--- config.mk ---
export PLATFORM = sky130hd
export DESIGN_NAME = adcs_ctrl
export DESIGN_NICKNAME = d
export VERILOG_FILES = /design/src/core/adcs_pkg.sv /design/src/core/adcs_ctrl.sv
export VERILOG_INCLUDE_DIRS = /design/src /design/src/core
export SDC_FILE = /design/constraint.sdc
export NUM_CORES = 1
export LEC_CHECK = 0
export ABC_AREA = 1
export BUFFER_PORTS_ARGS = -buffer_cell sky130_fd_sc_hd__buf_2
export CORE_ASPECT_RATIO = 1.5
export CORE_UTILIZATION = 26
export CTS_BUF_LIST = sky130_fd_sc_hd__clkbuf_16
export DETAILED_ROUTE_END_ITERATION = 12
export PLACE_DENSITY = 0.48
export SETUP_SLACK_MARGIN = 0.02
export SLEW_MARGIN = 20
export SYNTH_ARGS = -nofsm -noshare
export SYNTH_HDL_FRONTEND = slang
export SYNTH_SLANG_ARGS = --single-unit
export TNS_END_PERCENT = 20
--- constraint.sdc ---
create_clock -name mclk -period 1.91 [get_ports mclk]
set_clock_uncertainty 0.05 [all_clocks]
set_input_delay 0.0955 -clock mclk [delete_from_list [all_inputs] [get_ports mclk]]
set_output_delay 0.0955 -clock mclk [all_outputs]
set_load 0.02 [all_outputs]
--- src/core/adcs_defs.svh ---
// Purpose: constants of the converter control block
// Assumes: byte addresses on an 8-bit APB address
// Notes: startup count derives from the clock period
`ifndef ADCS_DEFS_SVH
`define ADCS_DEFS_SVH
// widths
`define ADCS_DW 12
`define ADCS_NCH 4
`define ADCS_AW 8
// register byte addresses
`define ADCS_A_CTRL 8'h00
`define ADCS_A_EVCTL 8'h04
`define ADCS_A_MASK 8'h08
`define ADCS_A_INT 8'h0c
`define ADCS_A_STAT 8'h10
`define ADCS_A_TRIG 8'h14
`define ADCS_A_WLO 8'h18
`define ADCS_A_WHI 8'h1c
`define ADCS_A_RES 8'h20
// control_primary bits
`define ADCS_B_SOFT_RESET_REQUEST 0
`define ADCS_B_EN 1
`define ADCS_B_RSTBY 2
// event_control bits
`define ADCS_B_STEI 0
`define ADCS_B_FLEI 1
`define ADCS_B_RREO 2
`define ADCS_B_WMEO 3
// interrupt bits
`define ADCS_I_RR 0
`define ADCS_I_WM 1
`define ADCS_I_SR 2
// status bits
`define ADCS_S_SB 0
`define ADCS_S_CB 1
`define ADCS_S_SU 2
`define ADCS_S_PD 3
// timing
`define ADCS_DIV_MAX 2'h3
`define ADCS_SYNC_TICKS 2'h2
`define ADCS_CONV_TICKS 10'h00d
`define ADCS_CLK_NS 20
`define ADCS_STARTUP_NS 20000
`define ADCS_STARTUP_CYC \
    ((`ADCS_STARTUP_NS + `ADCS_CLK_NS - 1) / `ADCS_CLK_NS)
`endif

--- src/core/adcs_pkg.sv ---
// Purpose: shared types of the converter control block
// Assumes: constants come from adcs_defs.svh
// Notes: none
`include "adcs_defs.svh"
package adcs_pkg;
    // converter sequencer states
    typedef enum logic [1:0] {ST_OFF, ST_STARTUP, ST_IDLE, ST_CONV}
        adcs_state_e;
    // incoming event channels from the router
    typedef struct packed {
        logic [`ADCS_NCH-1:0] start;
        logic [`ADCS_NCH-1:0] flush;
    } adcs_evin_s;
endpackage

--- src/core/adcs_ctrl.sv ---
// Purpose: event, sleep and sync control around a converter
// Assumes: APB slave, one clock, converter rate is a tick
// Notes: sample bus and sleep pin are resynchronised
`timescale 1ns/1ns
`include "adcs_defs.svh"
module adcs_ctrl
(
    // clock and reset
    input wire logic mclk,
    input wire logic arst_n,
    // apb slave
    input wire logic [`ADCS_AW-1:0] paddr,
    input wire logic psel,
    input wire logic penable,
    input wire logic pwrite,
    input wire logic [31:0] pwdata,
    output logic [31:0] prdata,
    output logic pready,
    output logic pslverr,
    // event router
    input wire adcs_pkg::adcs_evin_s evIn,
    output logic resultReadyEvent,
    output logic windowMatchEvent,
    // analog side
    input wire logic [`ADCS_DW-1:0] convSample,
    output logic analogPowerDown,
    // power manager and cpu
    input wire logic standbySleep,
    output logic irq,
    output logic wakeReq
);
    import adcs_pkg::*;

    // bus decode
    logic access;
    logic ctrlHit;
    logic stall;
    logic done;
    logic wr;
    logic rd;
    logic mapped;
    logic [31:0] rdMux;
    // software visible state
    logic runStandby_reg;
    logic [3:0] evctl_reg;
    logic [2:0] mask_reg;
    logic [2:0] intStat_reg;
    logic [2:0] rdSnap_reg; // bits handed out by the read
    logic [`ADCS_DW-1:0] winLo_reg;
    logic [`ADCS_DW-1:0] winHi_reg;
    logic [`ADCS_DW-1:0] result_reg;
    // sync path
    logic sync_in_progress_reg;
    logic [1:0] pendCtrl_reg;
    logic [1:0] syncCnt_reg;
    logic syncDone;
    logic enable_reg; // converter side enable
    logic soft_reset_request;
    // converter side
    logic [1:0] div_reg;
    logic tick;
    adcs_state_e state_reg;
    logic [9:0] cnt_reg;
    logic convDone_reg;
    logic winHit;
    logic [`ADCS_DW-1:0] sampA_reg;
    logic [`ADCS_DW-1:0] sampB_reg;
    logic sleepA_reg;
    logic sleepB_reg;
    logic halt;
    logic swStart;
    logic swFlush;
    logic startReq;
    logic flushReq;

    // inclusive window compare
    function automatic logic inWindow(
        input logic [`ADCS_DW-1:0] v,
        input logic [`ADCS_DW-1:0] lo,
        input logic [`ADCS_DW-1:0] hi);
        inWindow = (v >= lo) && (v <= hi);
    endfunction

    // request decode; answer is one wait state late
    assign access = psel & penable;
    assign ctrlHit = (paddr == `ADCS_A_CTRL);
    // holding off a second control write while busy
    assign stall = pwrite & ctrlHit & sync_in_progress_reg;
    assign done = access & pready;
    assign wr = done & pwrite;
    assign rd = done & ~pwrite;
    assign swStart = wr && (paddr == `ADCS_A_TRIG) && pwdata[0];
    assign swFlush = wr && (paddr == `ADCS_A_TRIG) && pwdata[1];
    assign soft_reset_request = syncDone & pendCtrl_reg[`ADCS_B_SOFT_RESET_REQUEST];

    // read mux, unmapped addresses flag an error
    always_comb
    begin
        rdMux = 32'h0;
        mapped = 1'b1;
        case (paddr)
            `ADCS_A_CTRL:
            begin
                rdMux[`ADCS_B_EN] = enable_reg;
                rdMux[`ADCS_B_RSTBY] = runStandby_reg;
            end
            `ADCS_A_EVCTL: rdMux[3:0] = evctl_reg;
            `ADCS_A_MASK: rdMux[2:0] = mask_reg;
            `ADCS_A_INT: rdMux[2:0] = intStat_reg;
            `ADCS_A_STAT:
            begin
                rdMux[`ADCS_S_SB] = sync_in_progress_reg;
                rdMux[`ADCS_S_CB] = (state_reg == ST_CONV);
                rdMux[`ADCS_S_SU] = (state_reg == ST_STARTUP);
                rdMux[`ADCS_S_PD] = analogPowerDown;
            end
            `ADCS_A_TRIG: rdMux = 32'h0; // write only
            `ADCS_A_WLO: rdMux[`ADCS_DW-1:0] = winLo_reg;
            `ADCS_A_WHI: rdMux[`ADCS_DW-1:0] = winHi_reg;
            `ADCS_A_RES: rdMux[`ADCS_DW-1:0] = result_reg;
            default: mapped = 1'b0;
        endcase
    end

    // apb handshake, data captured when pready rises
    always_ff @(posedge mclk or negedge arst_n)
    begin
        if (!arst_n)
        begin
            pready <= 1'b0;
            prdata <= 32'h0;
            pslverr <= 1'b0;
            rdSnap_reg <= 3'h0;
        end
        else if (pready)
        begin
            pready <= 1'b0;
        end
        else if (access && !stall)
        begin
            pready <= 1'b1;
            prdata <= pwrite ? 32'h0 : rdMux;
            pslverr <= ~mapped;
            rdSnap_reg <= (paddr == `ADCS_A_INT && !pwrite) ?
                intStat_reg : 3'h0;
        end
    end

    // plain configuration registers, cleared by soft reset
    always_ff @(posedge mclk or negedge arst_n)
    begin
        if (!arst_n)
        begin
            runStandby_reg <= 1'b0;
            evctl_reg <= 4'h0;
            mask_reg <= 3'h0;
            winLo_reg <= '0;
            winHi_reg <= '0;
        end
        else if (soft_reset_request)
        begin
            runStandby_reg <= 1'b0;
            evctl_reg <= 4'h0;
            mask_reg <= 3'h0;
            winLo_reg <= '0;
            winHi_reg <= '0;
        end
        else if (wr)
        begin
            case (paddr)
                `ADCS_A_CTRL:
                    runStandby_reg <= pwdata[`ADCS_B_RSTBY];
                `ADCS_A_EVCTL: evctl_reg <= pwdata[3:0];
                `ADCS_A_MASK: mask_reg <= pwdata[2:0];
                `ADCS_A_WLO: winLo_reg <= pwdata[`ADCS_DW-1:0];
                `ADCS_A_WHI: winHi_reg <= pwdata[`ADCS_DW-1:0];
                default: ;
            endcase
        end
    end

    // converter rate divider
    always_ff @(posedge mclk or negedge arst_n)
    begin
        if (!arst_n)
            div_reg <= 2'h0;
        else
            div_reg <= div_reg + 2'h1;
    end
    assign tick = (div_reg == `ADCS_DIV_MAX);

    // sync of soft reset and enable into converter rate
    always_ff @(posedge mclk or negedge arst_n)
    begin
        if (!arst_n)
        begin
            sync_in_progress_reg <= 1'b0;
            pendCtrl_reg <= 2'h0;
            syncCnt_reg <= 2'h0;
            enable_reg <= 1'b0;
            syncDone <= 1'b0;
        end
        else
        begin
            syncDone <= 1'b0;
            if (wr && ctrlHit)
            begin
                // busy rises on the very write
                sync_in_progress_reg <= 1'b1;
                pendCtrl_reg <= pwdata[1:0];
                syncCnt_reg <= 2'h0;
            end
            else if (sync_in_progress_reg && tick)
            begin
                if (syncCnt_reg == `ADCS_SYNC_TICKS - 2'h1)
                begin
                    sync_in_progress_reg <= 1'b0;
                    syncDone <= 1'b1;
                    // soft reset wins and leaves it off
                    enable_reg <= pendCtrl_reg[`ADCS_B_EN] &
                        ~pendCtrl_reg[`ADCS_B_SOFT_RESET_REQUEST];
                end
                else
                    syncCnt_reg <= syncCnt_reg + 2'h1;
            end
        end
    end

    // pin resynchronisers
    always_ff @(posedge mclk or negedge arst_n)
    begin
        if (!arst_n)
        begin
            sleepA_reg <= 1'b0;
            sleepB_reg <= 1'b0;
            sampA_reg <= '0;
            sampB_reg <= '0;
        end
        else
        begin
            sleepA_reg <= standbySleep;
            sleepB_reg <= sleepA_reg;
            sampA_reg <= convSample;
            sampB_reg <= sampA_reg;
        end
    end

    // halted only in standby without run enable
    assign halt = sleepB_reg & ~runStandby_reg;
    // any channel fires the action
    assign startReq = ((|evIn.start) & evctl_reg[`ADCS_B_STEI]) |
        (swStart & ~sleepB_reg);
    assign flushReq = ((|evIn.flush) & evctl_reg[`ADCS_B_FLEI]) |
        swFlush;
    assign winHit = inWindow(sampB_reg, winLo_reg, winHi_reg);

    // conversion sequencer
    always_ff @(posedge mclk or negedge arst_n)
    begin
        if (!arst_n)
        begin
            state_reg <= ST_OFF;
            cnt_reg <= 10'h0;
            convDone_reg <= 1'b0;
        end
        else
        begin
            convDone_reg <= 1'b0;
            if (!enable_reg || halt)
                state_reg <= ST_OFF;
            else
            begin
                case (state_reg)
                    ST_OFF:
                    begin
                        // analog needs settling after power up
                        state_reg <= ST_STARTUP;
                        cnt_reg <= 10'h0;
                    end
                    ST_STARTUP:
                    begin
                        if (cnt_reg == 10'(`ADCS_STARTUP_CYC - 1))
                            state_reg <= ST_IDLE;
                        else
                            cnt_reg <= cnt_reg + 10'h1;
                    end
                    ST_IDLE:
                    begin
                        if (startReq)
                        begin
                            state_reg <= ST_CONV;
                            cnt_reg <= 10'h0;
                        end
                    end
                    ST_CONV:
                    begin
                        if (flushReq)
                            state_reg <= ST_IDLE;
                        else if (startReq)
                            cnt_reg <= 10'h0; // restart
                        else if (tick)
                        begin
                            if (cnt_reg == `ADCS_CONV_TICKS - 10'h1)
                            begin
                                state_reg <= ST_IDLE;
                                convDone_reg <= 1'b1;
                            end
                            else
                                cnt_reg <= cnt_reg + 10'h1;
                        end
                    end
                    default: state_reg <= ST_OFF;
                endcase
            end
        end
    end

    // result and gated output event pulses
    always_ff @(posedge mclk or negedge arst_n)
    begin
        if (!arst_n)
        begin
            result_reg <= '0;
            resultReadyEvent <= 1'b0;
            windowMatchEvent <= 1'b0;
        end
        else
        begin
            if (convDone_reg)
                result_reg <= sampB_reg;
            resultReadyEvent <= convDone_reg &
                evctl_reg[`ADCS_B_RREO];
            windowMatchEvent <= convDone_reg & winHit &
                evctl_reg[`ADCS_B_WMEO];
        end
    end

    // sticky flags; new event beats the read clear
    always_ff @(posedge mclk or negedge arst_n)
    begin
        if (!arst_n)
            intStat_reg <= 3'h0;
        else if (soft_reset_request)
            intStat_reg <= {1'b1, 2'h0};
        else
        begin
            intStat_reg <= (intStat_reg & ~(rd ? rdSnap_reg : 3'h0))
                | {syncDone, convDone_reg & winHit, convDone_reg};
        end
    end

    // interrupt, wake and power outputs
    always_ff @(posedge mclk or negedge arst_n)
    begin
        if (!arst_n)
        begin
            irq <= 1'b0;
            wakeReq <= 1'b0;
            analogPowerDown <= 1'b1;
        end
        else
        begin
            irq <= |(intStat_reg & mask_reg);
            wakeReq <= sleepB_reg & runStandby_reg &
                (|(intStat_reg & mask_reg));
            analogPowerDown <= ~enable_reg | halt;
        end
    end
endmodule // adcs_ctrl

# Word level (Yosys, flattened, before mapping)
# Cells that the tools add are included.
[totals]
ram_bits = 0
memories = 0
mem_bits_ro = 0
latchBits = 0
regBits = 137
input_bits = 66
out_inout_bits = 39
word_cells = 186
[op_classes]
multipliers = 0
magnitude_cmp = 2
n_reduce_logical = 37
n_bitwise = 33
div_mod_pow = 0
eq_ne = 26
addsub = 3
mux = 56
shifts = 0
[op_table]
columns = ["cell", "n"]
rows = [
  ["12-bit 2-to-1 mux", 7],
  ["10-bit 2-to-1 mux", 6],
  ["10-bit case mux with 4 select lines", 1],
  ["8-bit by 5-bit equality test with 1-bit output, second input constant", 4],
  ["8-bit case mux with 3 select lines", 1],
  ["2-bit 2-to-1 mux", 10],
  ["1-bit 2-to-1 mux", 18],
  ["3-bit 2-to-1 mux", 6],
  ["1-bit AND", 17],
  ["8-bit by 4-bit equality test with 1-bit output, second input constant", 2],
  ["2-bit case mux with 8 select lines", 1],
  ["2-bit AND reduction", 8],
  ["2-bit nonzero test", 8],
  ["12-bit greater-or-equal comparator", 1],
  ["12-bit <= comparator", 1],
  ["4-bit 2-to-1 mux", 3],
  ["10-bit by 1-bit adder with 10-bit output, second input constant", 1],
  ["10-bit equality test, second input constant", 1],
  ["10-bit by 4-bit equality test with 1-bit output, second input constant", 1],
  ["3-bit != test, second input constant", 3],
  ["1-bit inverter", 9],
  ["9-bit OR reduction", 1],
  ["8-bit by 3-bit equality test with 1-bit output, second input constant", 1],
  ["8-bit by 6-bit equality test with 1-bit output, second input constant", 1],
  ["24 further kinds", 45],
]

# Depth between registers and ports, before layout
# Gate-level depths: netlist (run 1).
[logic_depth]
word_depth = 11
ltp_mapped = 13
depth_no_buf = 12

# Least setup slack after synthesis (run 1)
# OpenSTA, ideal clock, no wires.
[synth_path]
path_type = "flip-flop to flip-flop"
startpoint = "register pready"
endpoint = "register cnt_reg[4]"
arrival_ps = 1445
setup_ps = 116
n_path_buf = 1
path_slack_ps = 298
period_less_slack_ps = 1612
required_time_ps = 1744
stages_incl_launch_ff = 11
cell_sequence = "dfrtp_1 -> nand3_1 -> nor2_4 -> nand3_2 -> nand2_4 -> inv_4 -> nand3_2 -> nand2_4 -> buf_6 -> nand2_1 -> nand2_1"
[synth_between]
elab_chain_len = 9
elab_cells_between_ends = 16
cone_classes = "eq/ne (4); mux (3); bitwise (5); reduce/logical (4)"
[synth_lines]
columns = ["element", "line_no", "rtl"]
rows = [
  ["start: declaration", "adcs_ctrl.sv:18", "output logic pready,"],
  ["start signal: assignment", "adcs_ctrl.sv:130", "pready <= 1'b0;"],
  ["start signal: assignment", "adcs_ctrl.sv:137", "pready <= 1'b0;"],
  ["start signal: assignment", "adcs_ctrl.sv:141", "pready <= 1'b1;"],
  ["1-bit AND *", "adcs_ctrl.sv:89", "assign done = access & pready;"],
  ["1-bit AND *", "adcs_ctrl.sv:90", "assign wr = done & pwrite;"],
  ["1-bit logical AND *", "adcs_ctrl.sv:92, adcs_ctrl.sv:93", ""],
  ["1-bit logical AND", "adcs_ctrl.sv:92", "assign swStart = wr && (paddr == `ADCS_A_TRIG) && pwdata[0];"],
  ["1-bit AND", "adcs_ctrl.sv:252", "(swStart & ~sleepB_reg);"],
  ["1-bit OR", "adcs_ctrl.sv:251", "assign startReq = ((|evIn.start) & evctl_reg[`ADCS_B_STEI]) |"],
  ["10-bit 2-to-1 mux", "adcs_ctrl.sv:299", "else if (startReq)"],
  ["10-bit 2-to-1 mux", "adcs_ctrl.sv:297", "if (flushReq)"],
  ["10-bit case mux with 4 select lines", "adcs_ctrl.sv:273", "case (state_reg)"],
  ["end signal: assignment", "adcs_ctrl.sv:285", "cnt_reg <= cnt_reg + 10'h1;"],
  ["end signal: assignment", "adcs_ctrl.sv:309", "cnt_reg <= cnt_reg + 10'h1;"],
  ["end: declaration", "adcs_ctrl.sv:63", "logic [9:0] cnt_reg;"],
]
# Every way passes the cells marked *; elsewhere a longest branch is shown, timed or not. The select of a mux whose other input is x is not followed.
# A chain may end at the register's enable or synchronous reset.

# Worst setup path after layout (run 1)
[layout_path]
startpoint = "register cnt_reg[1]"
endpoint = "register cnt_reg[0]"
[layout_between]
elab_chain_len = 3
elab_cells_between_ends = 5
cone_classes = "eq/ne (4); reduce/logical (1)"
[layout_lines]
columns = ["element", "line_no"]
rows = [
  ["10-bit by 4-bit equality test with 1-bit output or 10-bit equality test (tied branches)", "adcs_ctrl.sv:303, adcs_ctrl.sv:282"],
  ["3-bit != test (no line) or 2-bit != test (tied branches)", "n/a"],
  ["6-bit AND reduction (no line) *", "n/a"],
]
# Every way passes the cells marked *; elsewhere a longest branch is shown, timed or not.

==> run_results.csv, run 1 <==
group,metric,value,unit
run_status,status,"finished with violations",
run_status,violations,"design-rule violations, negative hold slack",
yosys,ys_warn_count,0,
sta,worst_slew_pin_slew,0.653,ns
clocking,path_clk_slew,0.06,ns
layout,final_nets,936,
setup_path,cp-start-kind,"register",
sta,fin_crit_sh,0.907,
floorplan,die_h,187,microns
placed_design,io_buffers,64,
routing,finalWirelength,15.7,mm
clocking,cts_sinks,117,
yosys,seq_area_frac_synth,0.492,
sta,final_max_slew_viol_count,0,
grt,grt.total_usage,0.145,
clocking,clock_latency,0.43,ns
setup_path,max_stage_delay,0.41,ns
yosys,synth_area_leaders,"dfrtp_1 (49%), nand2_1 (12%), ha_1 (5.9%)",
floorplan,die_w,126,microns
sta,setup_viol,0,
layout,regArea,0.00293,sq mm
grt,grt_max_degree,118,
yosys,yosys.area_share.simple,0.227,
setup_path,crit_fanout,7,
grt,grtUsageMet1,0.152,
grt,grtUsageMet3,0.0320,
clocking,cts-htree-levels,4,
grt,use_met2,0.261,
power_and_ir_drop,worst_ir_drop_vdd,0.000643,V
placed_design,dp_hpwl,11.5,mm
sta,whs,-0.00201,ns
layout,nFillCells,2370,
clocking,cts.path.max_buffers,2,
yosys,synth.most_common_cell,"nand2_1",
run,cap_violations,0,
yosys,synthTopCellsByCount,"nand2_1 (195), dfrtp_1 (116), inv_1 (92)",
clocking,cts_tree,"built",
yosys,avgSynthCellArea,8.27,sq um
yosys,synth_ff_type,"dfrtp_1",
setup_path,path_buf_inv,1,
routing,wl_per_cell,13.9,microns
power_and_ir_drop,powerDensity,878,mW/mm^2
power_and_ir_drop,power_leakage,0.00372,uW
grt,overflow,0,
clocking,root_buffer,"clkbuf_16",
grt,antenna_found_initial,0,
floorplan,rows,67,
routing,drt_iter0_markers,223,
layout,layout-drive-gt1-share,0.186,
sta,slew_headroom,0.564,
yosys,synth_top_area_frac,0.488,
yosys,synth_top_family_by_area,"simple AND/OR/NAND/NOR gates",
layout,multi_input_area,0.00250,sq mm
setup_path,crit_top_cell,"nand2_1",
yosys,muxShareOfSynthArea,0,
yosys,synthDistinctLibCells,40,
grt,top_usage_layer,"met2",
yosys,synth_async_sr_flop_share,1.00,
placed_design,place_ws,0.0863,ns
setup_path,cpLargestDelayFamily,"simple AND/OR/NAND/NOR gates",
yosys,ys_seq_elements,117,
yosys,postSynthCellCount,720,
layout,diodes,0,
sta,tns,0,ns
yosys,synth-compound-area-share,0.112,
routing,viasPerCell,4.39,
routing,drc_errors,4,
yosys,synth_adder_area_share,0.0589,
clocking,numCtsBuffers,17,
min_path,min_path_type,"in -> reg",
yosys,synth-edff-count,0,
setup_path,cp_slowest_cell,"dfrtp_1",
floorplan,io_pins,105,
yosys,synth_xor_area_frac,0.00736,
floorplan,die_area,0.0235,sq mm
sta,timing.final.ws_setup,0.178,ns
routing,vias,4966,
floorplan,core-area,0.0224,sq mm
setup_path,worstPathRequired,2.22,ns
floorplan,floorplan.initialDensity,0.266,
yosys,synth_area,0.00595,sq mm
placed_design,globalplace.congestion,0.890,
yosys,synth_area_leader_cell,"dfrtp_1",
setup_path,worstSetupPathType,"reg -> reg",
grt,grt_pass1_wl,25.8,mm
sta,fin_crit,1.73,ns
setup_path,cp-end-kind,"register",
setup_path,cp.arrival,2.04,ns
routing,ant_nets,0,
grt,grt_pass1_vias,5016,
setup_path,cp_cell_sequence,"ha_1 > nand2_1 > nor3_1 > nand2_1 > o21ai_2 > a21oi_2 > nand2_4 > buf_4 > nand2_1 > o21ai_2",
routing,first_pass_iters,8,
sta,max_freq,577,MHz
layout,area_growth,27.9,%
sta,rsz0062_at_grt,"no",
sta,hold_viol_final,2,
## tightest hold or removal path, stage by stage
cell     delay, ns
buf_2         0.10
nand2_1       0.13
o21ai_0       0.10
## area by class of cell
cell class,count,share of cell area
Multi-Input combinational cell,486,0.328
Inverter,101,0.0501
Tap cell,276,0.0454
Sequential cell,117,0.385
Clock inverter,15,0.0297
Clock buffer,17,0.0559
Timing Repair Buffer,119,0.106
## path summary, 6_finish.rpt
kind | startpoint | endpoint | slack (ns) | depth (start not counted)
hold reg to reg | sampA_reg[6] | sampB_reg[6] | 0.30 | 0
setup / recovery | cnt_reg[1] | cnt_reg[0] | 0.18 | 10
setup reg to reg | cnt_reg[1] | cnt_reg[0] | 0.18 | 10
hold / removal | pwdata[3] | winHi_reg[3] | -0.002 | 3
max in group asynchronous | arst_n | sampB_reg[7] | 1.07 | 3
min in group asynchronous | arst_n | prdata[2] | 0.25 | 3
## layer usage
layer / up-vias / wire [microns]
met5: - / 0
met2: 107 / 8210
met3: 46 / 437
li1: 2518 / -
met4: 0 / 727
met1: 2295 / 6360
## cells by family (layout without fill, tap and decap cells)
logic type | Yosys count | after routing
flip-flops | 117 | 117
buffers and inverters | 136 | 252
other | 1 | 20
adder cells (fa/ha/maj) | 28 | 28
AND/OR/NAND/NOR | 315 | 315
AO/OA/AOI/OAI | 118 | 118
XOR/XNOR | 5 | 5
## cell usage in the layout, fill, tap and decap left out, drive strengths merged
master | netlist | final
dfrtp | 116 | 116
a211oi | 1 | 1
o221ai | 9 | 9
nor2 | 57 | 57
o31ai | 1 | 1
and2 | 1 | 1
o21ai | 75 | 75
nor3 | 8 | 8
clkinv | 0 | 4
xnor2 | 1 | 1
clkinvlp | 0 | 3
a31oi | 3 | 3
o21bai | 1 | 1
bufinv | 0 | 5
o21a | 1 | 1
dlygate4sd3 | 0 | 24
inv | 101 | 104
nand3 | 41 | 41
nand2 | 200 | 200
nor4 | 1 | 1
dfstp | 1 | 1
buf | 30 | 95
a21oi | 20 | 20
xor2 | 4 | 4
conb | 1 | 20
nand4 | 7 | 7
o22ai | 7 | 7
ha | 28 | 28
clkbuf | 5 | 17
## what timing repair did
action	CTS	global route
resized for setup	0	1
setup endpoints to repair	0	8
hold endpoints to repair	147	0
hold buffers	24	0
setup buffers	0	5
## through the flow
| stage | power [uW] | cells | area [sq um] | hold WS [ns] | util |
|---|---|---|---|---|---|
| floorplan | 2960 | 739 | 6020 | -0.250 | - |
| global placement | 3130 | 1070 | 6670 | 0.157 | 0.298 |
| detailed placement | 3130 | 1070 | 6670 | 0.155 | 0.298 |
| CTS | 6790 | 1126 | 7560 | 0.000825 | 0.338 |
| global route | 6960 | 1131 | 7610 | 0.0268 | 0.340 |
| finish | 6690 | 1131 | 7610 | -0.00201 | 0.340 |
## where the power goes
group,switching (uW),internal (uW)
clock network,1240,2320
registers,78.9,2560
logic,294,188
total,1620,5070
Note: power is estimated with default switching activity, not from simulation.
==> inputs of run 2 (changes only) <==
--- a/config.mk
+++ b/config.mk
@@ -8,7 +8,7 @@
 export LEC_CHECK = 0
 export ABC_AREA = 1
 export BUFFER_PORTS_ARGS = -buffer_cell sky130_fd_sc_hd__buf_2
-export CORE_ASPECT_RATIO = 1.5
+export CORE_MARGIN = 1.5
 export CORE_UTILIZATION = 26
 export CTS_BUF_LIST = sky130_fd_sc_hd__clkbuf_16
 export DETAILED_ROUTE_END_ITERATION = 12
==> run_results.csv, run 2 (synthesis gave the netlist of run 1 again) <==
group,metric,value,unit
run_status,status,"finished, final reports clean",
placed_design,place_ws,0.0509,ns
clocking,cts_setup_buffers,0,
grt,antenna_found_initial,1,
routing,ant_nets,0,
min_path,min_path_type,"in -> reg",
setup_path,worstSetupPathType,"reg -> reg",
routing,wl_per_cell,13.4,microns
run,cap_violations,0,
power_and_ir_drop,worst_ir_drop_vdd,0.000461,V
sta,worst_slew_pin_slew,0.591,ns
setup_path,crit_fanout,8,
setup_path,cp.arrival,2.00,ns
placed_design,dp_hpwl,11.3,mm
sta,rsz0062_at_grt,"no",
clocking,root_buffer,"clkbuf_16",
placed_design,io_buffers,64,
clocking,cts_tree,"built",
routing,finalWirelength,15.2,mm
floorplan,core-area,0.0226,sq mm
setup_path,r2r_slack,0.17,ns
setup_path,cp-start-kind,"register",
routing,viasPerCell,4.26,
power_and_ir_drop,power_leakage,0.00367,uW
sta,fin_crit_sh,0.911,
clocking,cts-htree-levels,4,
layout,final_area,0.00751,sq mm
setup_path,worstPathRequired,2.17,ns
clocking,path_clk_slew,0.05,ns
sta,tns,0,ns
sta,final_max_slew_viol_count,0,
placed_design,globalplace.congestion,0.823,
clocking,clock_latency,0.42,ns
grt,grt_max_degree,35,
floorplan,die_h,154,microns
sta,whs,0.0135,ns
sta,max_freq,574,MHz
layout,area_growth,26.2,%
grt,grt_pass1_vias,4865,
floorplan,rows,55,
floorplan,die_area,0.0238,sq mm
layout,layout-drive-gt1-share,0.176,
clocking,cts.path.max_buffers,2,
floorplan,io_pins,105,
placed_design,placed_cells,1079,
grt,overflow,0,
sta,timing.final.ws_setup,0.169,ns
power_and_ir_drop,powerDensity,815,mW/mm^2
grt,grt_pass1_wl,25.2,mm
sta,hold_viol_final,0,
sta,setup_viol,0,
floorplan,die_w,154,microns
clocking,numCtsBuffers,17,
sta,fin_crit,1.74,ns
layout,diodes,0,
floorplan,floorplan.initialDensity,0.264,
routing,vias,4835,
layout,final_cell_count_no_fill,1134,
layout,final_nets,931,
clocking,cts_sinks,117,
sta,slew_headroom,0.605,
layout,final_cell_mix,"nand2_1 (195), dfrtp_1 (116), inv_1 (95)",
routing,drc_errors,0,
routing,first_pass_iters,5,
placed_design,placed_area,0.00671,sq mm
layout,mostFrequentLayoutCell,"nand2_1",
setup_path,cp-end-kind,"register",
grt,grt.total_usage,0.137,
routing,drt_iter0_markers,264,
run 2: routing by layer:
metal	GRT usage	vias up	wire length [microns]
met3	0.0333	19	669
met5	0	-	0
met4	0.0522	0	230
met1	0.184	2208	7550
li1	-	2508	-
met2	0.213	100	6780
run 2: through the flow:
| stage | power (uW) | util |
|---|---|---|
| final | 6120 | 0.333 |
| after CTS | 6220 | 0.332 |
| after global routing | 6410 | 0.333 |
| after floorplan | 2960 | - |
| after global placement | 3130 | 0.297 |
| after detailed placement | 3140 | 0.297 |
run 2: final timing paths:
check / end / cells past startpoint / from
max reg2reg: cnt_reg[7] / 10 / cnt_reg[1]
min: winLo_reg[3] / 3 / pwdata[3]
max in group asynchronous: analogPowerDown / 3 / arst_n
min reg2reg: sleepB_reg / 0 / sleepA_reg
min in group asynchronous: winHi_reg[6] / 2 / arst_n
max: cnt_reg[7] / 10 / cnt_reg[1]
run 2: what timing repair did:
action | in CTS | in global routing
setup endpoints to repair | 0 | 1
resized for setup | 0 | 1
endpoints found under the hold margin | 147 | 0
hold buffers | 24 | 0
run 2: worst max-delay path, stage by stage (launching register included):
cell     delay, ns
dfrtp_1       0.41
ha_1          0.21
nand2_1       0.08
nor3_1        0.18
nand2_1       0.11
o21ai_1       0.17
a21oi_2       0.06
nand2_4       0.12
inv_2         0.10
nand2_1       0.08
nand2_1       0.05
run 2: area by class of cell:
| class | count | area (sq um) |
|---|---|---|
| clock buffer | 17 | 425 |
| inverter | 101 | 382 |
| multi-input combinational | 486 | 2500 |
| timing repair buffer | 114 | 796 |
| tap | 285 | 357 |
| sequential | 117 | 2930 |
| fill | 2436 | 15100 |
| clock inverter | 14 | 123 |
run 2: report_power, final:
group          switching [uW]  internal, uW  total (uW)
Combinational             302           193         495
Clock                    1120          1870        2990
Sequential               75.2          2560        2630
==> inputs of run 3 (changes only) <==
--- a/config.mk
+++ b/config.mk
@@ -13,7 +13,7 @@
 export CTS_BUF_LIST = sky130_fd_sc_hd__clkbuf_16
 export DETAILED_ROUTE_END_ITERATION = 12
 export PLACE_DENSITY = 0.48
-export SETUP_SLACK_MARGIN = 0.02
+export SETUP_SLACK_MARGIN = 0.4
 export SLEW_MARGIN = 20
 export SYNTH_ARGS = -nofsm -noshare
 export SYNTH_HDL_FRONTEND = slang
==> constraint.sdc (replaced) <==
create_clock -name mclk -period 2 [get_ports mclk]
set_clock_uncertainty 0.05 [all_clocks]
set_input_delay 0.1 -clock mclk [delete_from_list [all_inputs] [get_ports mclk]]
set_output_delay 0.1 -clock mclk [all_outputs]
set_load 0.02 [all_outputs]
==> run_results.csv, run 3 (synthesis gave the netlist of run 1 again) <==
group,metric,value,unit
setup_path,cp-start-kind,"register",
setup_path,cp_slowest_cell,"dfrtp_1",
clocking,cts_tree,"built",
power_and_ir_drop,power,6170,uW
setup_path,crit_top_cell,"nand2_1",
setup_path,worstPathRequired,2.29,ns
sta,final_max_slew_viol_count,0,
power_and_ir_drop,power.switching,1470,uW
run_status,status,"finished, final reports clean",
power_and_ir_drop,p_comb_frac,0.083,
setup_path,r2r_slack,0.33,ns
layout,final_util,0.344,
clocking,path_clk_slew,0.06,ns
clocking,numCtsBuffers,17,
sta,setup_viol,0,
clocking,clock_latency,0.42,ns
sta,worst_slew_pin_slew,0.592,ns
grt,grt_pass1_vias,4827,
sta,rsz0062_at_grt,"yes",
placed_design,placed_cells,1072,
clocking,root_buffer,"clkbuf_16",
run,cap_violations,0,
placed_design,globalplace.congestion,0.835,
sta,max_freq,600,MHz
sta,hold_viol_final,0,
sta,slew_headroom,0.606,
placed_design,dp_hpwl,11.2,mm
floorplan,io_pins,105,
floorplan,floorplan.initialDensity,0.264,
floorplan,rows,55,
placed_design,io_buffers,64,
setup_path,cp_cell_sequence,"ha_1 > nand2_1 > nor2_1 > and2_1 > nand2_1 > nand4_1 > nand3_2 > a21oi_2",
setup_path,cp.arrival,1.96,ns
floorplan,die_area,0.0238,sq mm
routing,ant_nets,0,
power_and_ir_drop,p_seq_frac,0.410,
layout,nFillCells,2380,
grt,overflow,0,
setup_path,cpLargestDelayFamily,"simple AND/OR/NAND/NOR gates",
clocking,cts-htree-levels,4,
layout,final_cell_count_no_fill,1141,
layout,diodes,0,
power_and_ir_drop,p_clk_frac,0.507,
setup_path,worstSetupPathType,"reg -> reg",
power_and_ir_drop,p_int,4700,uW
sta,fin_crit,1.67,ns
grt,antenna_found_initial,0,
power_and_ir_drop,powerDensity,794,mW/mm^2
power_and_ir_drop,worst_ir_drop_vdd,0.000332,V
setup_path,cp-end-kind,"register",
power_and_ir_drop,swShare,0.238,
grt,grt_pass1_wl,25.1,mm
layout,final_nets,937,
sta,tns,0,ns
layout,layout-drive-gt1-share,0.227,
power_and_ir_drop,power_leakage,0.00372,uW
routing,drc_errors,0,
floorplan,die_h,154,microns
routing,viasPerCell,4.26,
floorplan,core-area,0.0226,sq mm
routing,first_pass_iters,5,
setup_path,max_stage_delay,0.42,ns
clocking,cts_sinks,117,
setup_path,crit_fanout,3,
routing,vias,4860,
routing,drt_iter0_markers,236,
floorplan,die_w,154,microns
clocking,cts.path.max_buffers,2,
layout,final_cell_mix,"nand2_1 (183), dfrtp_1 (111), inv_1 (92)",
routing,wl_per_cell,13.5,microns
setup_path,path_buf_inv,0,
layout,area_growth,30.6,%
sta,fin_crit_sh,0.834,
routing,finalWirelength,15.4,mm
grt,grt.total_usage,0.136,
grt,grt_max_degree,50,
min_path,min_path_type,"in -> reg",
layout,mostFrequentLayoutCell,"nand2_1",
==> run 3: worst register-to-register path: cells and delay by family, from the launching register on <==
family                   cells  cell delay [ns]
AND/OR/NAND/NOR              6             0.66
flip-flops                   1             0.42
adder cells (fa/ha/maj)      1             0.32
AO/OA/AOI/OAI                1             0.16
==> run 3: stage by stage <==
step	area, sq um	worst slack (ns)	hold slack (ns)
finish	7770	0.332	0.0222
global route	7770	0.197	0.0535
CTS	7610	0.263	0.00731
detailed placement	6650	0.102	0.0407
global placement	6650	0.141	0.0389
floorplan	6020	0.466	-0.246
==> run 3: worst paths after layout <==
path                               start             end  cells past startpoint
max                        sampB_reg[11]  intStat_reg[1]                      8
min                            pwdata[3]    evctl_reg[3]                      3
max reg2reg                sampB_reg[11]  intStat_reg[1]                      8
min reg2reg                   sleepA_reg      sleepB_reg                      0
max in group asynchronous         arst_n         pslverr                      3
min in group asynchronous         arst_n    sampB_reg[6]                      2
==> run 3: metal layers <==
layer  wire length, microns  track usage  share of wire
met2                   7150        0.214           0.47
met5                      0            0              0
met4                    113       0.0440         0.0074
met1                   7610        0.184           0.50
met3                    480       0.0331          0.031
==> run 3: power by group through the flow <==
stage | clock [uW] | sequential, uW | combinational [uW]
after floorplan | 0 | 2540 | 280
after global placement | 0 | 2560 | 429
after detailed placement | 0 | 2560 | 434
after CTS | 3200 | 2520 | 496
after global routing | 3310 | 2540 | 588
final | 3130 | 2530 | 512
==> run 3: final cells by class <==
cell class,instances,area [sq um],share of cell area
Sequential cell,117,2940,0.378
Multi-Input combinational cell,486,2650,0.341
Timing Repair Buffer,120,845,0.109
Clock buffer,17,425,0.0547
Inverter,101,387,0.0498
Tap cell,285,357,0.0459
Clock inverter,15,173,0.0222
==> run 3: timing repair <==
action,4_1_cts,5_1_grt
pin swaps,11,18
resized for setup,16,32
buffers inserted,9,4
hold endpoints to repair,74,0
hold buffers,24,0
endpoints found under the setup margin,24,46
